[config.mk]
export PLATFORM = sky130hd
export DESIGN_NAME = wit_watchdog_unit
export DESIGN_NICKNAME = d
export VERILOG_FILES = /design/src/core/wit_prescaler.v /design/src/core/wit_stretch.v /design/src/core/wit_watchdog_unit.v
export VERILOG_INCLUDE_DIRS = /design/src /design/src/inc
export SDC_FILE = /design/constraint.sdc
export NUM_CORES = 1
export LEC_CHECK = 0
export BUFFER_PORTS_ARGS = -buffer_cell sky130_fd_sc_hd__buf_2
export CORE_MARGIN = 4
export CORE_UTILIZATION = 50
export DETAILED_ROUTE_END_ITERATION = 8
export GPL_ROUTABILITY_DRIVEN = 0
export HOLD_SLACK_MARGIN = 0.12
export PLACE_DENSITY = 0.86
export SLEW_MARGIN = 20
export SYNTH_ARGS = -nofsm -noshare
export SYNTH_HDL_FRONTEND = slang
export SYNTH_SLANG_ARGS = --single-unit
export TNS_END_PERCENT = 30
[constraint.sdc]
create_clock -name clk -period 2.2 [get_ports clk]
set_input_delay 0.44 -clock clk [delete_from_list [all_inputs] [get_ports clk]]
set_output_delay 0.44 -clock clk [all_outputs]
set_load 0.03 [all_outputs]
[src/inc/wit_consts.vh]
// Constants of the watchdog / interval timer: addresses, layouts, resets
// Assumes inclusion by bare name from the design files.
`ifndef WIT_CONSTS_VH
`define WIT_CONSTS_VH

`define WIT_ADDR_CTRL      32'hffff8610
`define WIT_ADDR_COUNT     32'hffff8611
`define WIT_ADDR_RST_WR    32'hffff8612
`define WIT_ADDR_RST_RD    32'hffff8613

`define WIT_SZ_BYTE        2'h0
`define WIT_SZ_WORD        2'h1
`define WIT_SZ_LONG        2'h2

`define WIT_CTRL_RESET     8'h18
`define WIT_COUNT_RESET    8'h00
`define WIT_RST_RESET      8'h1f
`define WIT_COUNT_MAX      8'hff
`define WIT_CTRL_FIXED     2'h3
`define WIT_RST_FIXED      6'h1f

`define WIT_BIT_FLAG       7
`define WIT_BIT_MODE       6
`define WIT_BIT_ENABLE     5
`define WIT_BIT_INTERNAL_RESET_ENABLE       6
`define WIT_CKS_HI         2
`define WIT_KEY_HI         15
`define WIT_KEY_LO         8

`define WIT_MODE_INTERVAL  1'h0
`define WIT_MODE_WATCHDOG  1'h1

`define WIT_PRE_WIDTH      13
`define WIT_EXP_0          1
`define WIT_EXP_1          6
`define WIT_EXP_2          7
`define WIT_EXP_3          8
`define WIT_EXP_4          9
`define WIT_EXP_5          10
`define WIT_EXP_6          12
`define WIT_EXP_7          13

`endif

[src/core/wit_prescaler.v]
// Free-running prescaler giving one-cycle count enables for eight rates
// Assumes a single clock domain and synchronous active-high reset.
`timescale 1ns/1ns
`include "wit_consts.vh"

module wit_prescaler #(
  parameter WIDTH = `WIT_PRE_WIDTH
) (
  input  wire       clk,   // System clock
  input  wire       srst,  // Synchronous reset
  input  wire [2:0] sel,   // Clock select code
  output reg        tick   // One-cycle enable at selected rate
);

  reg [WIDTH-1:0] pre_r;

  always @(posedge clk) begin
    if (srst) begin
      pre_r <= {WIDTH{1'b0}};
    end else begin
      pre_r <= pre_r + {{(WIDTH-1){1'b0}}, 1'b1};
    end
  end

  // Divide by 2^n: all n low bits set marks the last cycle of each period
  always @* begin
    case (sel)
      3'h0:    tick = &pre_r[`WIT_EXP_0-1:0];
      3'h1:    tick = &pre_r[`WIT_EXP_1-1:0];
      3'h2:    tick = &pre_r[`WIT_EXP_2-1:0];
      3'h3:    tick = &pre_r[`WIT_EXP_3-1:0];
      3'h4:    tick = &pre_r[`WIT_EXP_4-1:0];
      3'h5:    tick = &pre_r[`WIT_EXP_5-1:0];
      3'h6:    tick = &pre_r[`WIT_EXP_6-1:0];
      default: tick = &pre_r[`WIT_EXP_7-1:0];
    endcase
  end

endmodule // wit_prescaler

[src/core/wit_stretch.v]
// Stretches a one-cycle trigger into a level held for LEN cycles
// Assumes a single clock domain and synchronous active-high reset.
`timescale 1ns/1ns

module wit_stretch #(
  parameter LEN = 16
) (
  input  wire clk,   // System clock
  input  wire srst,  // Synchronous reset
  input  wire trig,  // One-cycle trigger
  output reg  level  // High for LEN cycles after trigger
);

  reg [15:0] cnt_r;

  always @(posedge clk) begin
    if (srst) begin
      cnt_r <= 16'h0000;
      level <= 1'b0;
    end else if (trig) begin
      cnt_r <= LEN[15:0] - 16'h0001;
      level <= 1'b1;
    end else if (cnt_r != 16'h0000) begin
      cnt_r <= cnt_r - 16'h0001;
    end else begin
      level <= 1'b0;
    end
  end

endmodule // wit_stretch

[src/core/wit_watchdog_unit.v]
// Watchdog / interval timer: 8-bit counter, prescaler, flags and bus regs
// Assumes a CPU peripheral bus on clk with one-cycle access strobes.
//
// Function
// - Counter runs in either watchdog mode or interval timer mode.
// - Watchdog mode: overflow drives the active-low overflow output.
// - Watchdog overflow also resets the chip when internal reset is enabled.
// - Interval mode: overflow raises the interval interrupt instead of the pin.
// - Counter times standby recovery; its overflow ends standby.
// - Eight counting clocks, all derived from the system clock.
// - Counter is an 8-bit up-counter, readable and writable.
// - Counts selected clock pulses while timer enable is 1 and during standby recovery.
// - Overflow is the wrap from maximum to zero; mode picks its effect.
// - Counter clears on power-on reset and when a control write clears timer enable.
// - Standby entry keeps the counter value.
// - Registers are written only by 16-bit transfers.
// - Registers are read only by 8-bit transfers.
// - Status bit 7 takes only a written zero, clearing its flag.
// - Mode 0 is interval with interrupt; mode 1 is watchdog with pin.
// - Select codes give divide 2,64,128,256,512,1024,4096,8192; reset code 0.
// - Interval flag set by interval overflow; cleared by read-set then write 0.
// - Watchdog flag set only by overflow in watchdog mode.
`timescale 1ns/1ns
`include "wit_consts.vh"

module wit_watchdog_unit #(
  parameter [7:0] CTRL_KEY    = 8'hc3, // Arbitrary value
  parameter [7:0] COUNT_KEY   = 8'h3c, // Arbitrary value
  parameter [7:0] RST_KEY     = 8'h96, // Arbitrary value
  parameter       OVF_OUT_LEN = 128,
  parameter       RST_OUT_LEN = 512
) (
  input  wire        clk,                // System clock, 50 MHz
  input  wire        srst,               // Power-on reset, sync, high
  input  wire [31:0] bus_addr,           // Byte address
  input  wire        bus_wr,             // Write strobe
  input  wire        bus_rd,             // Read strobe
  input  wire [1:0]  bus_size,           // 0 byte, 1 word, 2 longword
  input  wire [15:0] bus_wdata,          // Write data: key high, value low
  output reg  [7:0]  bus_rdata,          // Read data
  output reg         bus_ack,            // Access done, one cycle
  output reg         bus_err,            // Access refused, one cycle
  input  wire        standby,            // Standby request level
  input  wire        wake,               // Standby wake event pulse
  output reg         standby_release,    // Recovery timing done, pulse
  output wire        overflow_out_n,     // Watchdog overflow pin, low active
  output wire        chip_reset_out,     // Internal chip reset request
  output wire        interval_interrupt  // Interval interrupt request
);

  localparam [1:0] ST_RUN    = 2'h0;
  localparam [1:0] ST_STBY   = 2'h1;
  localparam [1:0] ST_SETTLE = 2'h2;
  localparam [7:0] CTRL_RST  = `WIT_CTRL_RESET;

  reg [1:0] state_r;
  reg [1:0] state_nxt;
  reg [7:0] count_r;
  reg [7:0] count_nxt;
  reg       ovf_r;
  reg       ovf_nxt;
  reg       ovf_arm_r;
  reg       ovf_arm_nxt;
  reg       mode_r;
  reg       mode_nxt;
  reg       tme_r;
  reg       tme_nxt;
  reg [2:0] cks_r;
  reg [2:0] cks_nxt;
  reg       watchdog_overflow_flag_r;
  reg       watchdog_overflow_flag_nxt;
  reg       watchdog_overflow_flag_arm_r;
  reg       watchdog_overflow_flag_arm_nxt;
  reg       internal_reset_enable_r;
  reg       internal_reset_enable_nxt;

  reg       hit_ctrl;
  reg       hit_count;
  reg       hit_rst_wr;
  reg       hit_rst_rd;

  wire       tick;
  wire       count_en;
  wire       wrap;
  wire       run_ovf;
  wire       wd_ovf;
  wire       int_ovf;
  wire       wr_word;
  wire       rd_byte;
  wire [7:0] key;
  wire       stby_enter;
  wire       ovf_level;
  wire [7:0] ctrl_rd;
  wire [7:0] rst_rd;

  // Address decode
  always @* begin
    hit_ctrl   = 1'b0;
    hit_count  = 1'b0;
    hit_rst_wr = 1'b0;
    hit_rst_rd = 1'b0;
    if (bus_addr == `WIT_ADDR_CTRL) begin
      hit_ctrl = 1'b1;
    end else if (bus_addr == `WIT_ADDR_COUNT) begin
      hit_count = 1'b1;
    end else if (bus_addr == `WIT_ADDR_RST_WR) begin
      hit_rst_wr = 1'b1;
    end else if (bus_addr == `WIT_ADDR_RST_RD) begin
      hit_rst_rd = 1'b1;
    end
  end

  assign wr_word = bus_wr && (bus_size == `WIT_SZ_WORD);
  assign rd_byte = bus_rd && (bus_size == `WIT_SZ_BYTE);
  assign key     = bus_wdata[`WIT_KEY_HI:`WIT_KEY_LO];

  // Both the control and the counter are written at the control address;
  // the key byte picks which, so a stray byte store cannot hit either.
  wire wr_ctrl  = wr_word && hit_ctrl && (key == CTRL_KEY);
  wire wr_count = wr_word && hit_ctrl && (key == COUNT_KEY);
  wire wr_rst   = wr_word && hit_rst_wr && (key == RST_KEY);
  wire rd_ctrl  = rd_byte && hit_ctrl;
  wire rd_rst   = rd_byte && hit_rst_rd;

  wit_prescaler #(
    .WIDTH (`WIT_PRE_WIDTH)
  ) u_pre (
    .clk  (clk),
    .srst (srst),
    .sel  (cks_r),
    .tick (tick)
  );

  // Standby keeps counting off; recovery counts with the kept select code
  assign count_en = tick && (state_r != ST_STBY) &&
                    (tme_r || (state_r == ST_SETTLE));
  assign wrap     = count_en && (count_r == `WIT_COUNT_MAX);
  assign run_ovf  = wrap && (state_r == ST_RUN);
  assign wd_ovf   = run_ovf && (mode_r == `WIT_MODE_WATCHDOG);
  assign int_ovf  = run_ovf && (mode_r == `WIT_MODE_INTERVAL);
  assign stby_enter = standby && (state_r == ST_RUN);

  always @* begin
    state_nxt       = state_r;
    case (state_r)
      ST_RUN: begin
        if (standby) begin
          state_nxt = ST_STBY;
        end
      end
      ST_STBY: begin
        if (wake) begin
          state_nxt = ST_SETTLE;
        end
      end
      ST_SETTLE: begin
        if (wrap) begin
          state_nxt = ST_RUN;
        end
      end
      default: begin
        state_nxt = ST_RUN;
      end
    endcase
  end

  // Control/status and counter next values
  always @* begin
    count_nxt   = count_r;
    ovf_nxt     = ovf_r;
    ovf_arm_nxt = ovf_arm_r;
    mode_nxt    = mode_r;
    tme_nxt     = tme_r;
    cks_nxt     = cks_r;
    if (count_en) begin
      count_nxt = count_r + 8'h01;
    end
    if (wr_count) begin
      count_nxt = bus_wdata[7:0];
    end
    if (wr_ctrl) begin
      mode_nxt = bus_wdata[`WIT_BIT_MODE];
      tme_nxt  = bus_wdata[`WIT_BIT_ENABLE];
      cks_nxt  = bus_wdata[`WIT_CKS_HI:0];
      if (!bus_wdata[`WIT_BIT_ENABLE]) begin
        count_nxt = `WIT_COUNT_RESET;
      end
      if (!bus_wdata[`WIT_BIT_FLAG] && ovf_arm_r) begin
        ovf_nxt = 1'b0;
      end
      ovf_arm_nxt = 1'b0;
    end
    if (rd_ctrl && ovf_r) begin
      ovf_arm_nxt = 1'b1;
    end
    if (stby_enter) begin
      // Upper control bits drop, select code and count are kept
      ovf_nxt     = 1'b0;
      ovf_arm_nxt = 1'b0;
      mode_nxt    = `WIT_MODE_INTERVAL;
      tme_nxt     = 1'b0;
    end
    if (wd_ovf) begin
      // Timer restarts from its reset state after a watchdog bite
      count_nxt   = `WIT_COUNT_RESET;
      ovf_nxt     = CTRL_RST[`WIT_BIT_FLAG];
      ovf_arm_nxt = 1'b0;
      mode_nxt    = `WIT_MODE_INTERVAL;
      tme_nxt     = 1'b0;
      cks_nxt     = CTRL_RST[`WIT_CKS_HI:0];
    end
    if (int_ovf) begin
      ovf_nxt = 1'b1;
    end
  end

  // Reset control/status next values
  always @* begin
    watchdog_overflow_flag_nxt     = watchdog_overflow_flag_r;
    watchdog_overflow_flag_arm_nxt = watchdog_overflow_flag_arm_r;
    internal_reset_enable_nxt     = internal_reset_enable_r;
    if (wr_rst) begin
      internal_reset_enable_nxt = bus_wdata[`WIT_BIT_INTERNAL_RESET_ENABLE];
      if (!bus_wdata[`WIT_BIT_FLAG] && watchdog_overflow_flag_arm_r) begin
        watchdog_overflow_flag_nxt = 1'b0;
      end
      watchdog_overflow_flag_arm_nxt = 1'b0;
    end
    if (rd_rst && watchdog_overflow_flag_r) begin
      watchdog_overflow_flag_arm_nxt = 1'b1;
    end
    if (stby_enter) begin
      watchdog_overflow_flag_nxt     = 1'b0;
      watchdog_overflow_flag_arm_nxt = 1'b0;
      internal_reset_enable_nxt     = 1'b0;
    end
    // Set wins over a clear in the same cycle; not touched by own reset
    if (wd_ovf) begin
      watchdog_overflow_flag_nxt = 1'b1;
    end
  end

  always @(posedge clk) begin
    if (srst) begin
      state_r    <= ST_RUN;
      count_r    <= `WIT_COUNT_RESET;
      ovf_r      <= 1'b0;
      ovf_arm_r  <= 1'b0;
      mode_r     <= `WIT_MODE_INTERVAL;
      tme_r      <= 1'b0;
      cks_r      <= CTRL_RST[`WIT_CKS_HI:0];
      watchdog_overflow_flag_r     <= 1'b0;
      watchdog_overflow_flag_arm_r <= 1'b0;
      internal_reset_enable_r     <= 1'b0;
    end else begin
      state_r    <= state_nxt;
      count_r    <= count_nxt;
      ovf_r      <= ovf_nxt;
      ovf_arm_r  <= ovf_arm_nxt;
      mode_r     <= mode_nxt;
      tme_r      <= tme_nxt;
      cks_r      <= cks_nxt;
      watchdog_overflow_flag_r     <= watchdog_overflow_flag_nxt;
      watchdog_overflow_flag_arm_r <= watchdog_overflow_flag_arm_nxt;
      internal_reset_enable_r     <= internal_reset_enable_nxt;
    end
  end

  assign ctrl_rd = {ovf_r, mode_r, tme_r, `WIT_CTRL_FIXED, cks_r};
  assign rst_rd  = {watchdog_overflow_flag_r, internal_reset_enable_r, `WIT_RST_FIXED};

  // Bus answer one cycle after the strobe; wrong sizes and keys are refused
  always @(posedge clk) begin
    if (srst) begin
      bus_rdata       <= 8'h00;
      bus_ack         <= 1'b0;
      bus_err         <= 1'b0;
      standby_release <= 1'b0;
    end else begin
      bus_ack         <= bus_rd || bus_wr;
      bus_err         <= (bus_rd && !(rd_byte && (hit_ctrl || hit_count || hit_rst_rd))) ||
                         (bus_wr && !(wr_ctrl || wr_count || wr_rst));
      standby_release <= wrap && (state_r == ST_SETTLE);
      if (rd_byte && hit_ctrl) begin
        bus_rdata <= ctrl_rd;
      end else if (rd_byte && hit_count) begin
        bus_rdata <= count_r;
      end else if (rd_byte && hit_rst_rd) begin
        bus_rdata <= rst_rd;
      end else if (bus_rd) begin
        bus_rdata <= 8'h00;
      end
    end
  end

  // A bite outlives the one-cycle event so the pin and reset are seen
  wit_stretch #(
    .LEN (OVF_OUT_LEN)
  ) u_ovf_pin (
    .clk   (clk),
    .srst  (srst),
    .trig  (wd_ovf),
    .level (ovf_level)
  );

  wit_stretch #(
    .LEN (RST_OUT_LEN)
  ) u_chip_rst (
    .clk   (clk),
    .srst  (srst),
    .trig  (wd_ovf && internal_reset_enable_r),
    .level (chip_reset_out)
  );

  assign overflow_out_n     = ~ovf_level;
  assign interval_interrupt = ovf_r;

endmodule // wit_watchdog_unit

==> flow_summary_export.csv <==
group,metric,value,unit
status,status,"finished clean",
clocking,cts_htree_levels,3,
synth,synth_top_cell_by_area,"dfxtp_1",
final_layout,nets,604,
place,hpwl,7.057,mm
route,ant_nets,0,
setup_path,worstPathArrival,2.38,ns
setup_path,crit_type,"reg2reg",
timing,clock.fmax,0.4615,GHz
synth,yosys-top-cells-area,"dfxtp_1 (41%), nor2_1 (5.9%), xnor2_1 (5.5%)",
synth,yosys_warnings,0,
power,p_sw_share,33.00,%
power,power.switching,1.606,mW
global_routing,grt_pass1_wl,16.24,mm
setup_path,crit_path_max_fanout,6,
global_routing,grt_usage,22.53,%
floorplanning,io_pins,70,
power,seqPwrFrac,38.0,%
setup_path,cp-start-kind,"flip-flop",
power,clockPowerShare,27.2,%
floorplanning,die_h,95.51,um
route,routed_wl,9.951,mm
final_layout,fill_cells,533,
clocking,clockBufferDepth,2,
timing,finalHoldViolations,0,
clocking,clkSinkCount,78,
hold_path,min_path_type,"in2reg",
run,max-cap-violations,0,
global_routing,grt_pass1_vias,3649,
power,irDropWorstVdd,0.4822,mV
timing,setup_viol,0,
synth,syn_area,3829,um2
place,dp_cells,631,
power,internal-power,3.260,mW
power,power,4.866,mW
synth,netlist.area_leader.share,40.78,%
place,port_buffers,69,
final_layout,insertedDiodeCount,0,
timing,finClkSkew,0.007665,ns
final_layout,final_cells,647,
synth,yosysSeqAreaShare,40.78,%
clocking,clockRootBuffer,"clkbuf_8",
clocking,hold_buffers,0,
timing,min_period_over_period,98.50,%
route,drc_errors,0,
global_routing,grt_antenna_before_repair,0,
timing,maxSlewViolCount,0,
synth,async_reset_ff_share,0,%
route,vias_per_cell,5.699,
floorplanning,die_x,95.51,um
clocking,clkLatencyLatePin,0.35,ns
final_layout,area_growth,26.31,%
floorplanning,coreArea,7331,um2
setup_path,cp_data_required_time,2.41,ns
synth,ys_seq_elements,78,
synth,syn-num-nets,508,
global_routing,grt-ovfl-total,0,
synth,synth_edf_count,0,
final_layout,final_util,65.97,%
power,p_leak,1.866,nW
synth,ys_top_cells_by_count,"dfxtp_1 (78), nor2_1 (60), a21oi_1 (37)",
route,num_vias,3687,
power,p_comb_share,34.9,%
floorplanning,rows,31,
floorplanning,initial_core_util,52.23,%
timing,tightest_slew,0.5211,ns
synth,synth_ff_type,"dfxtp_1",
route,wl_per_cell,15.38,um
clocking,clk_pin_slew,0.08,ns
global_routing,grt_max_degree,31,
setup_path,rrSetupSlack,0.03,ns
route,first_pass_iters,4,
synth,synth_most_common_cell,"dfxtp_1",
setup_path,cp-end-kind,"flip-flop",
clocking,cts_tree,"done",
timing,fin_crit,2.167,ns
timing,tns,0,ns
final_layout,layout-drive-gt1-share,29.38,%
final_layout,fin_area,4836,um2
synth,synth.distinct_cells,59,
floorplanning,fp.dieArea,9121,um2
timing,relSlewSlack,64.99,%
power,power.density,1006,nW/um2
synth,syn_inst,447,
clocking,cts_buffers,9,
place,post_dp_cell_area,4462,um2
route,drt_iter0_markers,142,
synth,synth.avg_cell_area,8.565,um2
[final cells by class]
cell class	instances	area, um2	share of cell area [%]
multi-input cells	341	2260	46.73
clock inverters	3	90.09	1.863
repair buffers	101	589.3	12.19
inverters	12	45.04	0.9314
well taps	99	123.9	2.561
clock buffers	13	158.9	3.286
flip-flops and latches	78	1569	32.44
[power groups by stage]
stage,Combinational (mW),Sequential (mW),Clock [mW]
6_report,1.70,1.85,1.32
5_1_grt,1.91,1.88,1.40
4_1_cts,1.64,1.84,1.34
3_5_place_dp,1.61,1.86,0
3_3_place_gp,1.55,1.85,0
2_1_floorplan,1.20,1.83,0
[per-stage QoR]
| step | worst slack, ns | hold slack [ns] |
|---|---|---|
| after floorplan | 0.03441 | 0.4320 |
| after global placement | -0.05362 | 0.4405 |
| after detailed placement | -0.1247 | 0.4460 |
| after CTS | -0.03388 | 0.3321 |
| after global routing | -0.02263 | 0.3659 |
| final | 0.03293 | 0.3507 |
[sequential cells by signal, summed over array words and instances (netlist names)]
register / cells
u_chip_rst.cnt_r: 16
ovf_arm_r: 1
state_r: 2
watchdog_overflow_flag_arm_r: 1
bus_rdata: 8
mode_r: 1
count_r: 8
interval_interrupt: 1
watchdog_overflow_flag_r: 1
u_pre.pre_r: 13
standby_release: 1
bus_err: 1
cks_r: 3
bus_ack: 1
u_ovf_pin.level: 1
u_chip_rst.level: 1
internal_reset_enable_r: 1
tme_r: 1
u_ovf_pin.cnt_r: 16
[layout by cell type (no fill, tap or decap), drive strengths merged, types with 3 or more instances in the layout]
cell / instances
xor2: 12
bufinv: 3
ha: 5
o21ai: 8
a211oi: 9
nor4: 10
dfxtp: 78
mux2i: 6
and3: 5
clkbuf: 13
nand3: 21
inv: 12
nand2b: 13
or2: 5
nand4: 11
nand2: 27
o221ai: 4
and2: 4
nor3: 22
xnor2: 24
buf: 101
a32oi: 3
nor2: 60
nor2b: 10
or4: 4
a21oi: 37
or3: 5
nand3b: 4
[path summary, 6_finish.rpt]
kind,startpoint,endpoint,cells after the start
max,u_pre.pre_r[4],standby_release,9
min,bus_wdata[0],cks_r[0],3
max reg2reg,u_pre.pre_r[4],standby_release,9
min reg2reg,u_chip_rst.level,u_chip_rst.level,2
[timing repair]
action	in CTS	in global routing
pin swaps	0	3
buffers inserted	0	0
resized for setup	3	30
setup endpoints to repair	12	43
[cells by family after synthesis]
family,share of synthesized area [%]
flip-flops,40.78
AO/OA/AOI/OAI,13.24
XOR/XNOR,8.235
multiplexers,2.157
buffers and inverters,3.366
AND/OR/NAND/NOR,30.33
adder cells (fa/ha/maj),1.895
[worst max-delay path, cell delays in order (launching register included)]
cell and delay (ns):
dfxtp_2 0.34, and3_4 0.22, nand3_4 0.10, nor2_2 0.10, ha_1 0.15, a21oi_1 0.06, a21o_1 0.22, a21o_4 0.26
or2_2 0.29, nor4_1 0.31
[layer usage]
layer / global-route usage [%] / routed length (um)
met5: 0 / 0
met4: 11.73 / 255
met3: 4.104 / 724
met2: 38.13 / 4845
met1: 27.15 / 4126
No activity file was read; power rests on OpenSTA's default activity.
